`src/psw_map.svh`:
```
// register offsets, field positions and reset values of the status register bank
`ifndef PSW_MAP_SVH
`define PSW_MAP_SVH

`define PSW_ADDR_W 8
`define PSW_DATA_W 16

`define PSW_OFS_CLEAR_FAULTS 8'h03
`define PSW_OFS_VOUT_SETTING 8'h21
`define PSW_OFS_VOUT_LIMIT 8'h24
`define PSW_OFS_STATUS_BYTE 8'h78
`define PSW_OFS_STATUS_WORD 8'h79
`define PSW_OFS_VOUT_STATUS 8'h7A
`define PSW_OFS_IRQ_STATUS 8'hE0
`define PSW_OFS_IRQ_ENABLE 8'hE1
`define PSW_OFS_IRQ_CLEAR 8'hE2

`define PSW_WORD_VOUT 15
`define PSW_WORD_IOUT 14
`define PSW_WORD_INPUT 13
`define PSW_WORD_VENDOR 12
`define PSW_WORD_PWR_OK_N 11

`define PSW_BYTE_OFF 6
`define PSW_BYTE_VOUT_OV 5
`define PSW_BYTE_IOUT_OC 4
`define PSW_BYTE_INPUT_UV 3
`define PSW_BYTE_TEMP 2
`define PSW_BYTE_CML 1
`define PSW_BYTE_OTHER 0

`define PSW_VST_OV 7
`define PSW_VST_UV 4
`define PSW_VST_MAX 3

`define PSW_RST_VOUT_STATUS 8'h00
`define PSW_RST_STATUS_WORD 16'h0000
`define PSW_RST_VOUT_SETTING 16'h0000
`define PSW_RST_VOUT_LIMIT 16'hFFFF
`define PSW_RST_IRQ_ENABLE 8'h00

`endif

```
`src/psw_pkg.sv`:
```
// types shared by the status register bank modules
package psw_pkg;
	// positions of the latched fault flags inside the flag bank
	typedef enum logic [3:0] {
		PSW_F_OUT_OV = 4'h0,
		PSW_F_OUT_UV = 4'h1,
		PSW_F_OUT_MAX = 4'h2,
		PSW_F_IOUT_OCF = 4'h3,
		PSW_F_IOUT_OCW = 4'h4,
		PSW_F_VIN_OVF = 4'h5,
		PSW_F_VIN_UVF = 4'h6,
		PSW_F_IIN_OCF = 4'h7,
		PSW_F_IIN_OCW = 4'h8,
		PSW_F_TEMP_OTF = 4'h9,
		PSW_F_TEMP_OTW = 4'hA,
		PSW_F_CML = 4'hB,
		PSW_F_VENDOR = 4'hC
	} psw_flag_type;
	localparam int PSW_NUM_FLAGS = 13;
	localparam int PSW_NUM_IRQ = 8;
	typedef logic [PSW_NUM_FLAGS-1:0] psw_flag_vec_type;
	typedef logic [PSW_NUM_IRQ-1:0] psw_irq_vec_type;
endpackage

```
`src/psw_flag_if.sv`:
```
// set, clear and state of a bank of sticky flags
`timescale 1ns/1ps
`default_nettype none
interface psw_flag_if #(
	parameter int N = 13
);
	logic [N-1:0] set;
	logic [N-1:0] clr;
	logic [N-1:0] flags;
	modport bank (input set, input clr, output flags);
	modport user (output set, output clr, input flags);
endinterface
`default_nettype wire

```
`src/psw_flag_bank.sv`:
```
// bank of sticky flags, set wins over clear
`timescale 1ns/1ps
`default_nettype none
module psw_flag_bank #(
	parameter int N = 13
) (
	input wire logic core_clk,
	input wire logic rst_n,
	psw_flag_if.bank fl
);
	logic [N-1:0] flag_reg;

	genvar i;
	generate
		for (i = 0; i < N; i++) begin : g_flag
			always_ff @(posedge core_clk or negedge rst_n) begin
				if (!rst_n) begin
					flag_reg[i] <= 1'b0;
				end else if (fl.set[i]) begin
					flag_reg[i] <= 1'b1;
				end else if (fl.clr[i]) begin
					flag_reg[i] <= 1'b0;
				end
			end
		end
	endgenerate

	assign fl.flags = flag_reg;
endmodule
`default_nettype wire

```
`src/psw_irq_ctrl.sv`:
```
// sticky interrupt status, enable and write-one-to-clear, one level output
`timescale 1ns/1ps
`default_nettype none
module psw_irq_ctrl #(
	parameter int N = 8
) (
	input wire logic core_clk,
	input wire logic rst_n,
	input wire logic [N-1:0] evt,
	input wire logic clr_wr,
	input wire logic [N-1:0] clr_data,
	input wire logic en_wr,
	input wire logic [N-1:0] en_data,
	output logic [N-1:0] status,
	output logic [N-1:0] enable,
	output logic irq
);
	logic [N-1:0] status_reg;
	logic [N-1:0] enable_reg;
	logic irq_reg;

	always_ff @(posedge core_clk or negedge rst_n) begin
		if (!rst_n) begin
			status_reg <= '0;
		end else begin
			// an event in the clearing cycle survives
			status_reg <= (status_reg & ~(clr_wr ? clr_data : '0)) | evt;
		end
	end

	always_ff @(posedge core_clk or negedge rst_n) begin
		if (!rst_n) begin
			enable_reg <= '0;
		end else if (en_wr) begin
			enable_reg <= en_data;
		end
	end

	always_ff @(posedge core_clk or negedge rst_n) begin
		if (!rst_n) begin
			irq_reg <= 1'b0;
		end else begin
			irq_reg <= |(status_reg & enable_reg);
		end
	end

	assign status = status_reg;
	assign enable = enable_reg;
	assign irq = irq_reg;
endmodule
`default_nettype wire

```
`src/psw_status_top.sv`:
```
// status word and output-voltage status registers of the buck controller
// Functional notes
// - word bit 15 latches when any output-voltage fault or warning has occurred.
// - word bit 14 latches when any output-current fault or warning has occurred.
// - word bit 13 latches when any input-voltage or input-current fault or warning occurred.
// - word bit 12 latches when a vendor-defined fault has occurred.
// - word bit 11 is a live copy of the inverted regulator ready pin.
// - word bits 10..8 and voltage status bits 6, 5, 2, 1, 0 always read zero.
// - the output-voltage status byte sits at command code 7Ah and resets to zero.
// - voltage status bit 7 latches once an output overvoltage fault has occurred.
// - voltage status bit 4 latches once an output undervoltage fault has occurred.
// - voltage status bit 3 latches when a setting above the permitted maximum is tried.
// - the word's low byte is the same storage as the single status byte.
// - every reported fault or warning except input undervoltage drives the alert line.
//
// Decided for this implementation: the address-and-strobe port.
`timescale 1ns/1ps
`default_nettype none
`include "psw_map.svh"
module psw_status_top
	import psw_pkg::*;
#(
	parameter int ADDR_W = `PSW_ADDR_W,
	parameter int DATA_W = `PSW_DATA_W
) (
	input wire logic core_clk,
	input wire logic rst_n,
	input wire logic [ADDR_W-1:0] reg_addr,
	input wire logic [DATA_W-1:0] reg_wdata,
	input wire logic reg_wr,
	input wire logic reg_rd,
	output logic [DATA_W-1:0] reg_rdata,
	input wire logic out_overvoltage_fault,
	input wire logic out_undervoltage_fault,
	input wire logic iout_overcurrent_fault,
	input wire logic iout_overcurrent_warning,
	input wire logic vin_overvoltage_fault,
	input wire logic input_undervoltage,
	input wire logic iin_overcurrent_fault,
	input wire logic iin_overcurrent_warning,
	input wire logic temp_over_fault,
	input wire logic temp_over_warning,
	input wire logic cml_fault,
	input wire logic vendor_defined_fault,
	input wire logic regulator_ready_pin,
	input wire logic output_off,
	output logic [DATA_W-1:0] vout_setting,
	output logic host_alert_line_n,
	output logic irq
);
	psw_flag_if #(.N(PSW_NUM_FLAGS)) flag_bus ();

	logic wr_clear_faults;
	logic wr_vout_setting;
	logic wr_vout_limit;
	logic wr_irq_enable;
	logic wr_irq_clear;
	logic over_limit;
	psw_flag_vec_type flag_set;
	psw_flag_vec_type flag_now;
	psw_flag_vec_type flag_prev_reg;
	psw_flag_vec_type flag_rise;
	psw_irq_vec_type irq_evt;
	psw_irq_vec_type irq_status;
	psw_irq_vec_type irq_enable;
	logic irq_line;
	logic power_ok_inverted;
	logic power_ok_prev_reg;
	logic power_ok_primed_reg;
	logic vout_summary;
	logic iout_summary;
	logic input_summary;
	logic vendor_fault_summary;
	logic temp_summary;
	logic other_summary;
	logic [7:0] status_byte;
	logic [15:0] summary_status_word;
	logic [7:0] output_voltage_status;
	logic [DATA_W-1:0] vout_setting_reg;
	logic [DATA_W-1:0] vout_limit_reg;
	logic [DATA_W-1:0] rdata_reg;
	logic [DATA_W-1:0] rdata_next;
	logic alert_n_reg;
	logic alert_n_next;

	// write decode; the bus never stalls, every write lands in its own cycle
	assign wr_clear_faults = reg_wr && (reg_addr == `PSW_OFS_CLEAR_FAULTS);
	assign wr_vout_setting = reg_wr && (reg_addr == `PSW_OFS_VOUT_SETTING);
	assign wr_vout_limit = reg_wr && (reg_addr == `PSW_OFS_VOUT_LIMIT);
	assign wr_irq_enable = reg_wr && (reg_addr == `PSW_OFS_IRQ_ENABLE);
	assign wr_irq_clear = reg_wr && (reg_addr == `PSW_OFS_IRQ_CLEAR);

	assign over_limit = wr_vout_setting && (reg_wdata > vout_limit_reg);

	// a refused setting leaves the old value in place rather than clamping
	always_ff @(posedge core_clk or negedge rst_n) begin
		if (!rst_n) begin
			vout_setting_reg <= `PSW_RST_VOUT_SETTING;
		end else if (wr_vout_setting && !over_limit) begin
			vout_setting_reg <= reg_wdata;
		end
	end

	always_ff @(posedge core_clk or negedge rst_n) begin
		if (!rst_n) begin
			vout_limit_reg <= `PSW_RST_VOUT_LIMIT;
		end else if (wr_vout_limit) begin
			vout_limit_reg <= reg_wdata;
		end
	end

	// conditions are levels: a flag whose cause still stands stays set through a clear, since set wins
	always_comb begin
		flag_set = '0;
		flag_set[PSW_F_OUT_OV] = out_overvoltage_fault;
		flag_set[PSW_F_OUT_UV] = out_undervoltage_fault;
		flag_set[PSW_F_OUT_MAX] = over_limit;
		flag_set[PSW_F_IOUT_OCF] = iout_overcurrent_fault;
		flag_set[PSW_F_IOUT_OCW] = iout_overcurrent_warning;
		flag_set[PSW_F_VIN_OVF] = vin_overvoltage_fault;
		flag_set[PSW_F_VIN_UVF] = input_undervoltage;
		flag_set[PSW_F_IIN_OCF] = iin_overcurrent_fault;
		flag_set[PSW_F_IIN_OCW] = iin_overcurrent_warning;
		flag_set[PSW_F_TEMP_OTF] = temp_over_fault;
		flag_set[PSW_F_TEMP_OTW] = temp_over_warning;
		flag_set[PSW_F_CML] = cml_fault;
		flag_set[PSW_F_VENDOR] = vendor_defined_fault;
	end

	assign flag_bus.set = flag_set;
	assign flag_bus.clr = {PSW_NUM_FLAGS{wr_clear_faults}};
	assign flag_now = flag_bus.flags;

	psw_flag_bank #(.N(PSW_NUM_FLAGS)) u_flags (
		.core_clk(core_clk),
		.rst_n(rst_n),
		.fl(flag_bus)
	);

	assign vout_summary = flag_now[PSW_F_OUT_OV] | flag_now[PSW_F_OUT_UV]
		| flag_now[PSW_F_OUT_MAX];
	assign iout_summary = flag_now[PSW_F_IOUT_OCF] | flag_now[PSW_F_IOUT_OCW];
	assign input_summary = flag_now[PSW_F_VIN_OVF] | flag_now[PSW_F_VIN_UVF]
		| flag_now[PSW_F_IIN_OCF] | flag_now[PSW_F_IIN_OCW];
	assign vendor_fault_summary = flag_now[PSW_F_VENDOR];
	assign temp_summary = flag_now[PSW_F_TEMP_OTF] | flag_now[PSW_F_TEMP_OTW];
	// faults with no bit of their own in the low byte, except the vendor fault, fall into the catch-all
	assign other_summary = flag_now[PSW_F_OUT_UV] | flag_now[PSW_F_OUT_MAX]
		| flag_now[PSW_F_IOUT_OCW] | flag_now[PSW_F_VIN_OVF]
		| flag_now[PSW_F_IIN_OCF] | flag_now[PSW_F_IIN_OCW];
	assign power_ok_inverted = ~regulator_ready_pin;

	always_comb begin
		status_byte = 8'h00;
		status_byte[`PSW_BYTE_OFF] = output_off;
		status_byte[`PSW_BYTE_VOUT_OV] = flag_now[PSW_F_OUT_OV];
		status_byte[`PSW_BYTE_IOUT_OC] = flag_now[PSW_F_IOUT_OCF];
		status_byte[`PSW_BYTE_INPUT_UV] = flag_now[PSW_F_VIN_UVF];
		status_byte[`PSW_BYTE_TEMP] = temp_summary;
		status_byte[`PSW_BYTE_CML] = flag_now[PSW_F_CML];
		status_byte[`PSW_BYTE_OTHER] = other_summary;
	end

	always_comb begin
		summary_status_word = `PSW_RST_STATUS_WORD;
		summary_status_word[`PSW_WORD_VOUT] = vout_summary;
		summary_status_word[`PSW_WORD_IOUT] = iout_summary;
		summary_status_word[`PSW_WORD_INPUT] = input_summary;
		summary_status_word[`PSW_WORD_VENDOR] = vendor_fault_summary;
		summary_status_word[`PSW_WORD_PWR_OK_N] = power_ok_inverted;
		summary_status_word[7:0] = status_byte;
	end

	always_comb begin
		// bits 6, 5, 2..0 stay zero
		output_voltage_status = `PSW_RST_VOUT_STATUS;
		output_voltage_status[`PSW_VST_OV] = flag_now[PSW_F_OUT_OV];
		output_voltage_status[`PSW_VST_UV] = flag_now[PSW_F_OUT_UV];
		output_voltage_status[`PSW_VST_MAX] = flag_now[PSW_F_OUT_MAX];
	end

	// register read mux; unmapped and write-only offsets answer zero
	always_comb begin
		rdata_next = '0;
		unique case (reg_addr)
			`PSW_OFS_STATUS_BYTE: begin
				rdata_next = {{(DATA_W-8){1'b0}}, status_byte};
			end
			`PSW_OFS_STATUS_WORD: begin
				rdata_next = summary_status_word;
			end
			`PSW_OFS_VOUT_STATUS: begin
				rdata_next = {{(DATA_W-8){1'b0}}, output_voltage_status};
			end
			`PSW_OFS_VOUT_SETTING: begin
				rdata_next = vout_setting_reg;
			end
			`PSW_OFS_VOUT_LIMIT: begin
				rdata_next = vout_limit_reg;
			end
			`PSW_OFS_IRQ_STATUS: begin
				rdata_next = {{(DATA_W-PSW_NUM_IRQ){1'b0}}, irq_status};
			end
			`PSW_OFS_IRQ_ENABLE: begin
				rdata_next = {{(DATA_W-PSW_NUM_IRQ){1'b0}}, irq_enable};
			end
			// write-only strobes read back as zero so software cannot mistake them for state
			`PSW_OFS_CLEAR_FAULTS, `PSW_OFS_IRQ_CLEAR: begin
				rdata_next = '0;
			end
			default: begin
				rdata_next = '0;
			end
		endcase
	end

	// read data stands only in the cycle after the strobe
	always_ff @(posedge core_clk or negedge rst_n) begin
		if (!rst_n) begin
			rdata_reg <= '0;
		end else if (reg_rd) begin
			rdata_reg <= rdata_next;
		end else begin
			rdata_reg <= '0;
		end
	end

	always_comb begin
		alert_n_next = 1'b1;
		if (|(flag_now & ~(PSW_NUM_FLAGS'(1) << PSW_F_VIN_UVF))) begin
			alert_n_next = 1'b0;
		end
	end

	always_ff @(posedge core_clk or negedge rst_n) begin
		if (!rst_n) begin
			alert_n_reg <= 1'b1;
		end else begin
			alert_n_reg <= alert_n_next;
		end
	end

	// interrupt events 0..6 fire once per newly latched flag, not while it stays set
	always_ff @(posedge core_clk or negedge rst_n) begin
		if (!rst_n) begin
			flag_prev_reg <= '0;
		end else begin
			flag_prev_reg <= flag_now;
		end
	end

	always_ff @(posedge core_clk or negedge rst_n) begin
		if (!rst_n) begin
			power_ok_prev_reg <= 1'b0;
		end else begin
			power_ok_prev_reg <= power_ok_inverted;
		end
	end

	// the pin may sit low through reset; the first cycle only primes the history
	always_ff @(posedge core_clk or negedge rst_n) begin
		if (!rst_n) begin
			power_ok_primed_reg <= 1'b0;
		end else begin
			power_ok_primed_reg <= 1'b1;
		end
	end

	assign flag_rise = flag_now & ~flag_prev_reg;

	always_comb begin
		irq_evt = '0;
		irq_evt[0] = flag_rise[PSW_F_OUT_OV] | flag_rise[PSW_F_OUT_UV];
		irq_evt[1] = flag_rise[PSW_F_OUT_MAX];
		irq_evt[2] = flag_rise[PSW_F_IOUT_OCF] | flag_rise[PSW_F_IOUT_OCW];
		irq_evt[3] = flag_rise[PSW_F_VIN_OVF] | flag_rise[PSW_F_VIN_UVF]
			| flag_rise[PSW_F_IIN_OCF] | flag_rise[PSW_F_IIN_OCW];
		irq_evt[4] = flag_rise[PSW_F_TEMP_OTF] | flag_rise[PSW_F_TEMP_OTW];
		irq_evt[5] = flag_rise[PSW_F_CML];
		irq_evt[6] = flag_rise[PSW_F_VENDOR];
		irq_evt[7] = power_ok_primed_reg & (power_ok_inverted ^ power_ok_prev_reg);
	end

	psw_irq_ctrl #(.N(PSW_NUM_IRQ)) u_irq (
		.core_clk(core_clk),
		.rst_n(rst_n),
		.evt(irq_evt),
		.clr_wr(wr_irq_clear),
		.clr_data(reg_wdata[PSW_NUM_IRQ-1:0]),
		.en_wr(wr_irq_enable),
		.en_data(reg_wdata[PSW_NUM_IRQ-1:0]),
		.status(irq_status),
		.enable(irq_enable),
		.irq(irq_line)
	);

	assign reg_rdata = rdata_reg;
	assign vout_setting = vout_setting_reg;
	assign host_alert_line_n = alert_n_reg;
	assign irq = irq_line;
endmodule
`default_nettype wire

```
`config.mk`:
```
export PLATFORM = sky130hd
export DESIGN_NAME = psw_status_top
export DESIGN_NICKNAME = d
export VERILOG_FILES = /design/src/psw_pkg.sv /design/src/psw_flag_if.sv /design/src/psw_flag_bank.sv /design/src/psw_irq_ctrl.sv /design/src/psw_status_top.sv
export VERILOG_INCLUDE_DIRS = /design/src
export SDC_FILE = /design/constraint.sdc
export NUM_CORES = 1
export LEC_CHECK = 0
export ABC_AREA = 1
export ABC_CLOCK_PERIOD_IN_PS = 1720
export BUFFER_PORTS_ARGS = -buffer_cell sky130_fd_sc_hd__buf_2
export CAP_MARGIN = 20
export CORE_MARGIN = 3
export CORE_UTILIZATION = 50
export CTS_CLUSTER_DIAMETER = 30
export DETAILED_ROUTE_END_ITERATION = 8
export PLACE_DENSITY_LB_ADDON = 0.12
export SLEW_MARGIN = 20
export SYNTH_ARGS = -nofsm -noshare
export SYNTH_HDL_FRONTEND = slang
export SYNTH_SLANG_ARGS = --single-unit
```
`constraint.sdc`:
```
create_clock -name core_clk -period 1.72 [get_ports core_clk]
set_input_delay 0.258 -clock core_clk [delete_from_list [all_inputs] [get_ports core_clk]]
set_output_delay 0.258 -clock core_clk [all_outputs]
set_load 0.03 [all_outputs]
```
==> flow_metrics.env <==
export IMPL_hp_class="in -> reg"
export IMPL_p_leak_uw=0.002865
export IMPL_row_count=33
export IMPL_cp_arrival_ps=2260
export IMPL_worstSetupEndpoint="vout_setting[6]"
export IMPL_ir_drop_mv=0.4032
export IMPL_antenna_found_initial=0
export IMPL_antennaDiodeCount=0
export IMPL_clk_pin_slew_ps=100
export IMPL_cp_end_kind="register"
export IMPL_r2r_end="vout_setting[6]"
export IMPL_rsz0062_at_grt="yes"
export IMPL_synthArstFlopShare=1.000
export IMPL_fmax_mhz=513.5
export IMPL_power_density_nw_per_um2=775.2
export IMPL_fillerInstances=702
export IMPL_place_gp_congestion=0.8793
export IMPL_slew_violations=0
export IMPL_clock_latency_ps=370
export IMPL_die_y_um=99.41
export IMPL_synth_distinct_cells=36
export IMPL_yosys_warnings=0
export IMPL_syn_area_um2=4363
export IMPL_finalWorstSetupSlack_ps=-227.6
export IMPL_grt_max_degree=50
export IMPL_ys_seq_area_frac=0.5440
export IMPL_outcome="finished, violations left"
export IMPL_drc=0
export IMPL_dp_hpwl_um=8417
export IMPL_final_setup_viol_count=17
export IMPL_syn_avg_cell_area_um2=8.832
export IMPL_drive_above_1_share=0.3207
export IMPL_grt_pass1_vias=3676
export IMPL_nets=658
export IMPL_start_kind="register"
export IMPL_period_minus_slack_ps=1948
export IMPL_crit_fanout=8
export IMPL_fin_skew_ps=11.27
export IMPL_die_area_um2=9882
export IMPL_start_util=0.5231
export IMPL_violations="negative setup slack"
export IMPL_cts_sinks=94
export IMPL_cts_max_path_buffers=2
export IMPL_drt_iter0_markers=222
export IMPL_ios=76
export IMPL_port_buffers=75
export IMPL_via_per_inst=5.294
export IMPL_worstSetupPathType="reg -> reg"
export IMPL_cpPeakStageDelay_ps=560
export IMPL_overflow=0
export IMPL_total_power_uw=4269
export IMPL_cap_violations=0
export IMPL_fin_crit_sh=1.132
export IMPL_wire_per_inst_um=16.08
export IMPL_synth_seq_cells=94
export IMPL_reg2reg_depth=11
export IMPL_postRouteAntennaNets=0
export IMPL_synth_edf_count=0
export IMPL_h_tree_depth=3
export IMPL_clock_root_buffer="clkbuf_8"
export IMPL_grt_pass1_wl_um=18580
export IMPL_dp_cells=689
export IMPL_drt_pass1_iterations=5
export IMPL_stdcell_count=710
export IMPL_startpoint="vout_limit_reg[9]"
export IMPL_required_ps=2030
export IMPL_final_cell_mix="nand2_1 (101), dfrtp_1 (77), buf_2 (74)"
export IMPL_cp_slowest_cell="dfstp_2"
export IMPL_whs_path_depth=2
export IMPL_cts_tree="built"
export IMPL_cp_cell_sequence="inv_2, ha_4, nand4_1, nor3_4, nand2_1, nand2_2, nand2_4, buf_12, nand2_8, nand2_1, nand2_2"
export IMPL_cts_made_buffers=9
export IMPL_finalHoldViolCount=0
export IMPL_core_area_um2=8341
export IMPL_setup_tns_ps=-3358
export IMPL_reg2reg_from="vout_limit_reg[9]"
export IMPL_mostFrequentLayoutCell="nand2_1"
export IMPL_r2r_setup_slack_ps=-230
export IMPL_area_delta_synth_final_pct=26.21
export IMPL_vias=3759
export IMPL_synthFlopType="dfrtp_1"
export IMPL_synth_nets=552
export IMPL_die_x_um=99.41
export IMPL_grtUsageTotal=0.2426
export IMPL_wl_um=11410
export IMPL_synth_cells=494
-- synthesized netlist by cell type, drive strengths merged, types with 2 or more instances --
cell type  instances  share of area
nand4              6         0.0086
dfrtp             77           0.44
o221ai             2         0.0040
nand3             27          0.031
nand2            113           0.10
a21oi             21          0.024
o21bai            12          0.021
buf               10          0.014
dfstp             17           0.10
a221oi             2         0.0040
nor3              11          0.016
o22ai             12          0.017
inv               74          0.064
or2                4         0.0057
o21ai             41          0.047
ha                16          0.046
o211ai             5         0.0086
nor2              37          0.034
-- layout make-up --
type                    count  area, µm²  share of cell area
clock buffers               9      123.9             0.02249
clock inverters             7      63.81             0.01159
inverters                  75      285.3             0.05181
multi-input cells         315       1866              0.3388
flip-flops and latches     94       2374              0.4310
well taps                 105      131.4             0.02386
repair buffers            105      663.1              0.1204
-- per-layer routing --
layer	track usage	share of wire	vias up	wire length, µm
li1	-	-	1825	-
met1	0.3489	0.44	1795	4997
met2	0.3760	0.48	123	5499
met3	0.03647	0.058	16	662
met4	0.08824	0.022	0	256
met5	0	0	-	0
-- timing repair --
item | CTS | global route
endpoints found under the setup margin | 17 | 17
hold buffers | 1 | 0
hold endpoints to repair | 77 | 0
pin swaps | 3 | 0
buffers inserted | 3 | 0
resized for setup | 10 | 9
gates cloned | 1 | 0
-- worst max-delay path, delay by kind of cell (launching register included) --
kind / cells / cell delay (ps)
AND/OR/NAND/NOR: 8 / 880
flip-flops: 1 / 560
adder cells (fa/ha/maj): 1 / 260
buffers and inverters: 2 / 190
-- kinds of logic after synthesis --
logic type / Yosys count / synth area share
compound gates: 97 / 0.1296
other cells: 1 / 0.0008595
flops: 94 / 0.5440
simple gates: 200 / 0.1993
fa+ha+maj: 16 / 0.04588
buf+inv: 86 / 0.08029
-- worst min-delay path by stage --
stage / slack, ps / end / from
after floorplan: -40 / flag_prev_reg[0] / rst_n
after global placement: 90 / flag_prev_reg[10] / rst_n
after detailed placement: 90 / u_flags.fl.flags[10] / rst_n
after CTS: 70 / u_flags.fl.flags[3] / iout_overcurrent_fault
after global routing: 70 / u_flags.fl.flags[5] / vin_overvoltage_fault
final: 80 / u_flags.fl.flags[3] / iout_overcurrent_fault
-- report_power, final --
part / total, µW / switching (µW) / leakage, µW / internal [µW]
Sequential: 2330 / 43.5 / 0.00107 / 2290
Combinational: 530 / 324 / 0.00170 / 206
Clock: 1410 / 844 / 0.0000971 / 562
Total: 4270 / 1210 / 0.00287 / 3060
-- through the flow --
stage | hold slack, ps | util | instance area, µm² | setup WS, ps
2_1_floorplan | -37.59 | - | 4501 | -5.298
3_3_place_gp | 86.69 | 0.6190 | 5162 | -107.2
3_5_place_dp | 88.62 | 0.6190 | 5162 | -149.4
4_1_cts | 67.85 | 0.6559 | 5470 | -189.9
5_1_grt | 67.27 | 0.6602 | 5507 | -369.1
6_report | 75.13 | 0.6602 | 5507 | -227.6
(Power assumes the default switching activity.)
